**src/cdb_pkg.sv**
```systemverilog
// Notes on behaviour
// - Register zeroize writes 00h to the addressed file register and sets null flag.
// - Accumulator zeroize loads 00h into accumulator and sets null flag.
// - Watchdog kick clears watchdog counter and its prescaler.
// - Watchdog kick sets expiry and sleep entry flags; other flags keep value.
// - Invert complements the file register, updating only the null flag.
// - Destination bit 0 sends result to accumulator, 1 back to file register.
// - Minus one decrements file register into destination and updates null flag.
// - Minus one skip decrements into destination, leaving all flags unchanged.
// - Zero skip result discards next fetched instruction as no-operation, two cycles.
// - Far jump loads its 11-bit literal into program counter bits 10..0.
// - Far jump takes program counter bits 12..11 from latch bits 4..3.
// - Far jump is unconditional, touches no flag, takes two instruction cycles.
package cdb_pkg;

    // ************************************************************
    // Widths
    // ************************************************************
    localparam int DATA_W = 8;
    localparam int FILE_ADDR_W = 7;
    localparam int INSTR_W = 14;
    localparam int PC_W = 13;
    localparam int LIT_W = 11;
    localparam int LATCH_HI_BIT = 4;
    localparam int LATCH_LO_BIT = 3;
    localparam int DEST_BIT = 7;

    // ************************************************************
    // Instruction encodings
    // ************************************************************
    localparam logic [13:0] ZEROIZE_MASK = 14'h3F80;
    localparam logic [13:0] ZEROIZE_VAL = 14'h0180;
    localparam logic [13:0] ACC_ZEROIZE_MASK = 14'h3F80;
    localparam logic [13:0] ACC_ZEROIZE_VAL = 14'h0100;
    localparam logic [13:0] KICK_MASK = 14'h3FFF;
    localparam logic [13:0] KICK_VAL = 14'h0064;
    localparam logic [13:0] INVERT_MASK = 14'h3F00;
    localparam logic [13:0] INVERT_VAL = 14'h0900;
    localparam logic [13:0] MINUS_MASK = 14'h3F00;
    localparam logic [13:0] MINUS_VAL = 14'h0300;
    localparam logic [13:0] SKIP_MASK = 14'h3F00;
    localparam logic [13:0] SKIP_VAL = 14'h0B00;
    localparam logic [13:0] JUMP_MASK = 14'h3800;
    localparam logic [13:0] JUMP_VAL = 14'h2800;

    // ************************************************************
    // Register map
    // ************************************************************
    localparam logic [11:0] OFS_LATCH = 12'h000;
    localparam logic [11:0] OFS_STATUS = 12'h004;
    localparam logic [11:0] OFS_ACC = 12'h008;
    localparam logic [11:0] OFS_TARGET = 12'h00C;
    localparam int ST_NULL_BIT = 0;
    localparam int ST_SLEEP_BIT = 1;
    localparam int ST_EXPIRY_BIT = 2;

    // ************************************************************
    // Reset values
    // ************************************************************
    localparam logic [7:0] RST_LATCH = 8'h00;
    localparam logic [7:0] RST_ACC = 8'h00;
    localparam logic [12:0] RST_TARGET = 13'h0000;
    localparam logic RST_NULL = 1'b0;
    localparam logic RST_EXPIRY = 1'b1;
    localparam logic RST_SLEEP = 1'b1;
    localparam logic [31:0] RDATA_ZERO = 32'h0000_0000;

    typedef enum logic [1:0] {
        CDB_ALU_ZERO,
        CDB_ALU_INVERT,
        CDB_ALU_MINUS_ONE
    } cdb_alu_op_type;

    typedef enum logic {
        CDB_EXEC,
        CDB_SQUASH
    } cdb_state_type;

endpackage

```
**src/cdb_alu_if.sv**
```systemverilog
`timescale 1ns/1ps
interface cdb_alu_if;
    import cdb_pkg::*;
    cdb_alu_op_type op;
    logic [DATA_W-1:0] operand;
    logic [DATA_W-1:0] result;
    logic is_null;

    modport core (output op, output operand, input result, input is_null);
    modport alu (input op, input operand, output result, output is_null);
endinterface

```
**src/cdb_alu.sv**
```systemverilog
`timescale 1ns/1ps
module cdb_alu
    import cdb_pkg::*;
#(
    parameter int W = DATA_W
) (
    cdb_alu_if.alu bus
);

    initial begin
        if (W != DATA_W) begin
            $error("cdb_alu width must equal the data width");
        end
    end

    always_comb begin
        case (bus.op)
            CDB_ALU_ZERO: begin
                bus.result = '0;
            end
            CDB_ALU_INVERT: begin
                bus.result = ~bus.operand;
            end
            CDB_ALU_MINUS_ONE: begin
                bus.result = bus.operand - 8'h01;
            end
            default: begin
                bus.result = '0;
            end
        endcase
        bus.is_null = (bus.result == '0);
    end

endmodule

```
**src/cdb_exec.sv**
```systemverilog
`timescale 1ns/1ps
module cdb_exec
    import cdb_pkg::*;
#(
    parameter int DW = DATA_W
) (
    // Clock and reset
    input wire logic core_clk,
    input wire logic reset_n,
    // APB slave
    input wire logic [11:0] paddr,
    input wire logic psel,
    input wire logic penable,
    input wire logic pwrite,
    input wire logic [31:0] pwdata,
    output logic [31:0] prdata,
    output logic pready,
    output logic pslverr,
    // Instruction from decode
    input wire logic instr_valid,
    input wire logic [INSTR_W-1:0] instr_word,
    // File register port
    output logic [FILE_ADDR_W-1:0] file_raddr,
    input wire logic [DATA_W-1:0] file_rdata,
    output logic file_we,
    output logic [FILE_ADDR_W-1:0] file_waddr,
    output logic [DATA_W-1:0] file_wdata,
    // Watchdog
    output logic watchdog_clear,
    input wire logic watchdog_expire_evt,
    input wire logic sleep_evt,
    // Program counter
    output logic pc_load,
    output logic [PC_W-1:0] pc_target,
    output logic squash_active
);

    initial begin
        if (DW != DATA_W) begin
            $error("cdb_exec data width must be 8");
        end
    end

    // ************************************************************
    // Datapath helper
    // ************************************************************
    cdb_alu_if alu_bus ();

    cdb_alu #(
        .W(DATA_W)
    ) u_alu (
        .bus(alu_bus)
    );

    // ************************************************************
    // Decode
    // ************************************************************
    logic do_zeroize;
    logic do_acc_zeroize;
    logic do_kick;
    logic do_invert;
    logic do_minus;
    logic do_skip;
    logic do_jump;
    logic dest_file;

    assign do_zeroize = (instr_word & ZEROIZE_MASK) == ZEROIZE_VAL;
    assign do_acc_zeroize = (instr_word & ACC_ZEROIZE_MASK) == ACC_ZEROIZE_VAL;
    assign do_kick = (instr_word & KICK_MASK) == KICK_VAL;
    assign do_invert = (instr_word & INVERT_MASK) == INVERT_VAL;
    assign do_minus = (instr_word & MINUS_MASK) == MINUS_VAL;
    assign do_skip = (instr_word & SKIP_MASK) == SKIP_VAL;
    assign do_jump = (instr_word & JUMP_MASK) == JUMP_VAL;
    assign dest_file = instr_word[DEST_BIT];
    assign file_raddr = instr_word[FILE_ADDR_W-1:0];

    always_comb begin
        alu_bus.operand = file_rdata;
        if (do_invert) begin
            alu_bus.op = CDB_ALU_INVERT;
        end else if (do_minus || do_skip) begin
            alu_bus.op = CDB_ALU_MINUS_ONE;
        end else begin
            alu_bus.op = CDB_ALU_ZERO;
        end
    end

    // ************************************************************
    // Execution state
    // ************************************************************
    cdb_state_type state_r;
    cdb_state_type state_nxt;
    logic [DATA_W-1:0] acc_r;
    logic [DATA_W-1:0] acc_nxt;
    logic null_r;
    logic null_nxt;
    logic expiry_r;
    logic expiry_nxt;
    logic sleep_r;
    logic sleep_nxt;
    logic file_we_r;
    logic file_we_nxt;
    logic [FILE_ADDR_W-1:0] file_waddr_r;
    logic [FILE_ADDR_W-1:0] file_waddr_nxt;
    logic [DATA_W-1:0] file_wdata_r;
    logic [DATA_W-1:0] file_wdata_nxt;
    logic wd_clear_r;
    logic wd_clear_nxt;
    logic pc_load_r;
    logic pc_load_nxt;
    logic [PC_W-1:0] target_r;
    logic [PC_W-1:0] target_nxt;
    logic [DATA_W-1:0] latch_r;
    logic [DATA_W-1:0] latch_nxt;

    always_comb begin
        state_nxt = state_r;
        acc_nxt = acc_r;
        null_nxt = null_r;
        expiry_nxt = expiry_r;
        sleep_nxt = sleep_r;
        file_we_nxt = 1'b0;
        file_waddr_nxt = file_waddr_r;
        file_wdata_nxt = file_wdata_r;
        wd_clear_nxt = 1'b0;
        pc_load_nxt = 1'b0;
        target_nxt = target_r;
        if (instr_valid) begin
            case (state_r)
                CDB_SQUASH: begin
                    // Fetched word is dropped and runs as a no-operation
                    state_nxt = CDB_EXEC;
                end
                CDB_EXEC: begin
                    if (do_zeroize) begin
                        file_we_nxt = 1'b1;
                        file_waddr_nxt = instr_word[FILE_ADDR_W-1:0];
                        file_wdata_nxt = alu_bus.result;
                        null_nxt = 1'b1;
                    end else if (do_acc_zeroize) begin
                        acc_nxt = alu_bus.result;
                        null_nxt = 1'b1;
                    end else if (do_kick) begin
                        wd_clear_nxt = 1'b1;
                        expiry_nxt = 1'b1;
                        sleep_nxt = 1'b1;
                    end else if (do_invert || do_minus || do_skip) begin
                        if (dest_file) begin
                            file_we_nxt = 1'b1;
                            file_waddr_nxt = instr_word[FILE_ADDR_W-1:0];
                            file_wdata_nxt = alu_bus.result;
                        end else begin
                            acc_nxt = alu_bus.result;
                        end
                        if (!do_skip) begin
                            null_nxt = alu_bus.is_null;
                        end else if (alu_bus.is_null) begin
                            state_nxt = CDB_SQUASH;
                        end
                    end else if (do_jump) begin
                        pc_load_nxt = 1'b1;
                        target_nxt = {latch_r[LATCH_HI_BIT:LATCH_LO_BIT],
                                      instr_word[LIT_W-1:0]};
                        state_nxt = CDB_SQUASH;
                    end
                end
                default: begin
                    state_nxt = CDB_EXEC;
                end
            endcase
        end
        // Hardware events win over a kick in the same cycle
        if (watchdog_expire_evt) begin
            expiry_nxt = 1'b0;
        end
        if (sleep_evt) begin
            sleep_nxt = 1'b0;
        end
    end

    always_ff @(posedge core_clk or negedge reset_n) begin
        if (!reset_n) begin
            state_r <= CDB_EXEC;
            acc_r <= RST_ACC;
            null_r <= RST_NULL;
            expiry_r <= RST_EXPIRY;
            sleep_r <= RST_SLEEP;
            file_we_r <= 1'b0;
            file_waddr_r <= '0;
            file_wdata_r <= '0;
            wd_clear_r <= 1'b0;
            pc_load_r <= 1'b0;
            target_r <= RST_TARGET;
        end else begin
            state_r <= state_nxt;
            acc_r <= acc_nxt;
            null_r <= null_nxt;
            expiry_r <= expiry_nxt;
            sleep_r <= sleep_nxt;
            file_we_r <= file_we_nxt;
            file_waddr_r <= file_waddr_nxt;
            file_wdata_r <= file_wdata_nxt;
            wd_clear_r <= wd_clear_nxt;
            pc_load_r <= pc_load_nxt;
            target_r <= target_nxt;
        end
    end

    assign file_we = file_we_r;
    assign file_waddr = file_waddr_r;
    assign file_wdata = file_wdata_r;
    assign watchdog_clear = wd_clear_r;
    assign pc_load = pc_load_r;
    assign pc_target = target_r;
    assign squash_active = (state_r == CDB_SQUASH);

    // ************************************************************
    // APB register file
    // ************************************************************
    logic [31:0] prdata_r;
    logic [31:0] prdata_nxt;
    logic pslverr_r;
    logic pslverr_nxt;
    logic setup_phase;
    logic latch_wr;
    logic addr_mapped;
    logic [31:0] rd_mux;

    assign setup_phase = psel && !penable;
    assign latch_wr = psel && penable && pwrite && (paddr == OFS_LATCH);

    always_comb begin
        rd_mux = RDATA_ZERO;
        addr_mapped = 1'b1;
        case (paddr)
            OFS_LATCH: begin
                rd_mux[DATA_W-1:0] = latch_r;
            end
            OFS_STATUS: begin
                rd_mux[ST_NULL_BIT] = null_r;
                rd_mux[ST_SLEEP_BIT] = sleep_r;
                rd_mux[ST_EXPIRY_BIT] = expiry_r;
            end
            OFS_ACC: begin
                rd_mux[DATA_W-1:0] = acc_r;
            end
            OFS_TARGET: begin
                rd_mux[PC_W-1:0] = target_r;
            end
            default: begin
                addr_mapped = 1'b0;
            end
        endcase
    end

    always_comb begin
        prdata_nxt = prdata_r;
        pslverr_nxt = pslverr_r;
        latch_nxt = latch_r;
        if (setup_phase) begin
            prdata_nxt = pwrite ? RDATA_ZERO : rd_mux;
            // Unmapped address, or write to a read-only word
            pslverr_nxt = !addr_mapped || (pwrite && (paddr != OFS_LATCH));
        end
        if (latch_wr) begin
            latch_nxt = pwdata[DATA_W-1:0];
        end
    end

    always_ff @(posedge core_clk or negedge reset_n) begin
        if (!reset_n) begin
            prdata_r <= RDATA_ZERO;
            pslverr_r <= 1'b0;
            latch_r <= RST_LATCH;
        end else begin
            prdata_r <= prdata_nxt;
            pslverr_r <= pslverr_nxt;
            latch_r <= latch_nxt;
        end
    end

    assign prdata = prdata_r;
    assign pready = 1'b1;
    assign pslverr = pslverr_r;

endmodule

```
**config.mk**
```make
export PLATFORM = sky130hd
export DESIGN_NAME = cdb_exec
export DESIGN_NICKNAME = d
export VERILOG_FILES = /design/src/cdb_pkg.sv /design/src/cdb_alu_if.sv /design/src/cdb_alu.sv /design/src/cdb_exec.sv
export SDC_FILE = /design/constraint.sdc
export NUM_CORES = 1
export LEC_CHECK = 0
export BUFFER_PORTS_ARGS = -buffer_cell sky130_fd_sc_hd__clkbuf_2
export CORE_MARGIN = 1.5
export CORE_UTILIZATION = 49
export CTS_BUF_LIST = sky130_fd_sc_hd__clkbuf_2
export CTS_CLUSTER_DIAMETER = 200
export DETAILED_ROUTE_END_ITERATION = 12
export HOLD_SLACK_MARGIN = 0.15
export PLACE_DENSITY = 0.9
export SYNTH_ARGS = -nofsm -noshare
export SYNTH_HDL_FRONTEND = slang
export SYNTH_SLANG_ARGS = --single-unit
```
**constraint.sdc**
```tcl
create_clock -name core_clk -period 2.3 [get_ports core_clk]
set_input_delay 0 -clock core_clk [delete_from_list [all_inputs] [get_ports core_clk]]
set_output_delay 0 -clock core_clk [all_outputs]
set_load 0.05 [all_outputs]
```
---- After elaboration in Yosys (flattened, before gate mapping) ----
Index checks and enable logic that the tools add are counted.
word-level totals
  flip-flop bits (word level) ............. 84
  output and inout bits ................... 73
  logic and storage cells ................. 134
  input bits .............................. 74
operators by class
  bitwise operators ....................... 6
  add/subtract/negate cells ............... 1
  equal/unequal tests ..................... 24
  reduce and logical (&&, ||, !) cells .... 29
  muxes and demuxes ....................... 60
operators with widths
  cell                                                                     count
  8-bit 2-to-1 mux                                                         9
  1-bit 2-to-1 mux                                                         38
  7-bit 2-to-1 mux                                                         5
  12-bit by 4-bit equality test with 1-bit output (second input constant)  2
  2-bit != test (second input constant)                                    9
  8-bit one-hot mux with 2 select lines                                    1
  5-bit one-hot mux with 3 select lines                                    1
  5-bit AND reduction                                                      3
  14-bit by 7-bit equality test with 1-bit output (second input constant)  1
  7-bit by 2-bit equality test with 1-bit output (second input constant)   2
  2-bit nonzero test                                                       7
  13-bit 2-to-1 mux                                                        1
  12-bit by 3-bit equality test with 1-bit output (second input constant)  1
  6-bit by 4-bit equality test with 1-bit output (second input constant)   2
  12-bit logical NOT                                                       1
  3-bit one-hot mux with 4 select lines                                    1
  6-bit AND reduction                                                      2
  12-bit nonzero test                                                      1
  8-bit logical NOT                                                        1
  8-bit inverter                                                           1
  8-bit by 1-bit subtractor with 8-bit output (second input constant)      1
  7-bit AND reduction                                                      1
  6-bit by 2-bit equality test with 1-bit output (second input constant)   1
  3-bit != test (second input constant)                                    2
  13 further kinds                                                         26

---- Logic depth before layout (Yosys ltp) ----
  depth after elaboration ................. 14
  depth in mapped cells ................... 8
  mapped depth without buffers ............ 8

---- Cells and area by module ----
From an unflattened synthesis, not the netlist that was laid out.
second synthesis, totals
  cell total of the unflattened synthesis .. 294
  area total of the unflattened synthesis .. 3342.0 sq um
by module, submodules not included
  module    cells an instance  sequential area each (sq um)  area an instance (sq um)  times used
  cdb_exec  242                1629.1                        2994.1                    1
  cdb_alu   52                 0.0                           347.8                     1

---- Worst setup path after synthesis ----
Ideal clock, no wire load.
  kind .................................... flip-flop to flip-flop
  start point ............................. reg state_r, in the netlist squash_active
  end point ............................... reg target_r[10], in the netlist pc_target[10]
  data arrival time ....................... 1.802 ns
  path slack .............................. 0.374 ns
  stages on the path, launching flop included .. 6
  buffers on the path ..................... 2
  cells stage by stage .................... dfrtp_1 -> nor3_1 -> and3_1 -> clkbuf_1 -> buf_2 -> mux2_2
on the way
  word-level cells in the longest chain between the ends .. 2
ends and longest elaborated chain
  what                           RTL line         source
  start, declared                cdb_exec.sv:91   cdb_state_type state_r;
  start signal, assigned         cdb_exec.sv:195  state_r <= state_nxt;
  1-bit inverter (no line)       n/a
  7-bit AND reduction (no line)  n/a
  end signal, assigned           cdb_exec.sv:205  target_r <= target_nxt;
  end, declared                  cdb_exec.sv:111  logic [PC_W-1:0] target_r;
Every way passes these cells.
A chain may end at the register's enable or synchronous reset.

---- Final worst setup path ----
  start point ............................. in paddr[2]
  end point ............................... reg pslverr_r, in the netlist pslverr
on the way
  word-level cells in the longest chain between the ends .. 5
ends and longest elaborated chain
  what                                                                           RTL line         source
  start, declared                                                                cdb_exec.sv:11   input wire logic [11:0] paddr,
  12-bit by 4-bit equality test with 1-bit output, or another cell as far along  cdb_exec.sv:235  case (paddr)
  4-bit OR reduction (no line)                                                   n/a
  1-bit 2-to-1 mux                                                               cdb_exec.sv:235
  1-bit logical NOT                                                              cdb_exec.sv:263  pslverr_nxt = !addr_mapped || (pwrite && (paddr != OFS_LATCH));
  1-bit logical OR *                                                             cdb_exec.sv:263
  end signal, assigned                                                           cdb_exec.sv:277  pslverr_r <= pslverr_nxt;
  end, declared                                                                  cdb_exec.sv:222  logic pslverr_r;
Mark *: on every way between the ends. The rest lies on a longest branch, timed or not.

==> flow_summary.ini <==
[detailed_routing]
firstDrtPassIters = 5
viasPerCell = 5.39
wl_per_cell_um = 17.2
routed_wl_um = 9210
drc = 0
ant_nets = 0
via_count = 2884
drt_iter0_markers = 161

[synthesis]
ys.flop_type = dfrtp_1
synthTopCellsByArea = dfrtp_1, mux2_2, buf_4
synth_xor_area_share_pct = 2.11
synth_commonest_cells = dfrtp_1, buf_4, mux2_2
synth.distinct_cells = 50
syn_area_per_cell_sq_um = 11.3
synthMuxAreaShare_pct = 13.8
synthCells = 288
synth_fa_ha_area_share_pct = 0.383
yosysTopAreaCell = dfrtp_1
synth_top_family_by_area = multiplexers
yosysMostFrequentCell = dfrtp_1
ys_async_sr_fraction_pct = 100
synth_compound_area_share_pct = 12.6
synth_top_cell_area_share_pct = 48.3
ys_ff_latch = 65
synth-edff-count = 0
synth_area_sq_um = 3270
yosys_warnings = 0
yosys.area_share.simple_pct = 11.1
ys_seq_area_share_pct = 49.9

[floorplan]
rows = 29
initial_utilization_pct = 51.2
core_sq_um = 6390
fp.dieArea_sq_um = 7170
fp.dieH_um = 84.7
io_pins = 147
die_x_um = 84.7

[worst_setup_path]
arrival_ps = 2570
cp_data_required_time_ps = 2690
path_cells = dlygate4sd3_1 > clkbuf_2 > nor2_2 > inv_1 > a21oi_1 > dlygate4sd3_1 > o21ai_0 > dlygate4sd3_1
worst-r2r-cell-count = 6
crit_type = in2reg
cp_common_cell = dlygate4sd3_1
startpoint_type = input port
ff2ff_setup_slack_ps = 140
cp-end-kind = flop
reg2reg_from = squash_active
crit_fanout = 14
cp_slowest_cell = dlygate4sd3_1
critPathMaxStageDelay_ps = 560
reg2reg_to = sleep_r

[min_path]
hold_class = in2reg
hold_depth = 5
min_to = latch_r[1]
hold_start = penable

[place]
placed_cells = 456
port_buffers = 102
dp_hpwl_um = 5990
place_ws_ps = 381
place.gp.congestion = 0.894

[finish]
layoutNonFillerInstCount = 535
final_nets = 528
drive_gt1_share_pct = 38.6
n_antenna_cell = 0
syn2layout_area_growth_pct = 38.0

[global_route]
gr-total-overflow = 0
grt_max_degree = 41
grt_use_total_pct = 26.3
grt_first_pass_wirelength_um = 14600
antenna_found_initial = 0
grt_pass1_vias = 2966

[sta]
hold_viol = 0
maxSlewViolCount = 0
fin_ws_ps = 122
fin_crit_sh_pct = 94.7
skew_ps = 26.9
finalHoldWorstSlack_ps = 171
max_slew.worst_pin.slew_ps = 972
fmax_ghz = 0.459
finalSetupViolations = 0
fin_crit_ps = 2180
relSlewSlack_pct = 35.2

[power]
pwr-share-clk_pct = 23.3
p_sw_uw = 1090
p_leak_uw = 0.00228
seq_power_share_pct = 46.3
powerDensity_nw_per_um2 = 634
comb_power_share_pct = 30.4
peakVddDrop_mv = 0.383
power.internal_uw = 1770
swShare_pct = 38.1
p_total_uw = 2860

[run_status]
status = completed

[clocking]
clockBufferDepth = 2
cts_tree = done
insertion_delay_ps = 490
cts.htree.levels = 3
ctsRootBufferMaster = clkbuf_2
clkSinkCount = 65
clk_pin_slew_worst_paths_ps = 180
tritoncts.num_buffers = 9

[run]
max_cap_viol_count = 0
## kinds of logic after synthesis
| group | Yosys count |
|---|---|
| buf+inv | 54 |
| fa+ha+maj | 1 |
| flops | 65 |
| other cells | 2 |
| simple gates | 68 |
| mux | 37 |
| xor+xnor | 7 |
| compound gates | 54 |
## layout make-up
cell class | count | area (sq um)
Clock inverter | 5 | 56.3
Inverter | 14 | 52.6
Fill cell | 452 | 1880
Sequential cell | 65 | 1630
Timing Repair Buffer | 176 | 1220
Tap cell | 77 | 96.3
Multi-Input combinational cell | 187 | 1400
Clock buffer | 11 | 55.1
## state kept, by name (all words and copies together), names as in the netlist
name,flops
pc_load,1
sleep_r,1
null_r,1
pc_target,13
acc_r,8
latch_r,8
prdata,13
expiry_r,1
file_waddr,7
watchdog_clear,1
file_wdata,8
squash_active,1
pslverr,1
file_we,1
## worst max-delay path, delay by kind of cell
kind / cells / cell delay, ps
AOI/OAI and AO/OA: 2 / 210
buffers and inverters: 5 / 2060
and+or+nand+nor: 1 / 300
## worst max path at each step
stage / depth (start not counted) / from / endpoint
floorplan: 5 / squash_active / pc_target[10]
global placement: 9 / file_rdata[0] / null_r
detailed placement: 9 / file_rdata[0] / squash_active
CTS: 8 / paddr[2] / pslverr
global route: 8 / paddr[2] / pslverr
finish: 8 / paddr[2] / pslverr
## stage by stage
step | TNS, ps | area (sq um) | util (%)
finish | 0 | 4510 | 70.6
global placement | 0 | 3750 | 58.7
detailed placement | 0 | 3750 | 58.7
CTS | 0 | 4480 | 70.2
floorplan | 0 | 3330 | -
global route | -8.21 | 4510 | 70.6
## what timing repair did
item / in CTS / in global routing
setup endpoints to repair: 0 / 11
buffers inserted: 0 / 1
endpoints found under the hold margin: 101 / 0
hold buffers: 62 / 0
gates resized for setup: 0 / 4
## power by group through the flow
stage | clock network [uW] | registers [uW] | logic, uW
6_report | 665 | 1320 | 869
5_1_grt | 714 | 1330 | 913
4_1_cts | 672 | 1320 | 848
3_5_place_dp | 0 | 1340 | 756
3_3_place_gp | 0 | 1330 | 745
2_1_floorplan | 0 | 1590 | 305
## metal layers
layer	global-route usage, %	wire length, um	vias up
met4	9.68	290	0
li1	-	-	1305
met5	0	0	-
met1	31.1	3490	1417
met3	5.90	595	26
met2	46.8	4840	136
## cells in the final DEF (no fill, tap or decap), types with 3 or more instances in the layout
cell | netlist | final
mux4_2 | 3 | 3
clkbuf_2 | 0 | 113
nor2_1 | 9 | 8
o31ai_1 | 3 | 3
conb_1 | 2 | 20
inv_1 | 14 | 14
nor4_1 | 3 | 3
o21ai_0 | 21 | 21
buf_4 | 28 | 12
dfrtp_1 | 63 | 63
mux2_2 | 25 | 25
a22o_1 | 8 | 8
nand2_1 | 24 | 24
a21oi_1 | 6 | 6
mux2_1 | 9 | 9
xnor2_1 | 4 | 4
nand3_1 | 8 | 7
nor3_1 | 5 | 4
dlygate4sd3_1 | 0 | 62
a22oi_1 | 5 | 5
and3_1 | 3 | 3
No activity file was read; power rests on OpenSTA's default activity.
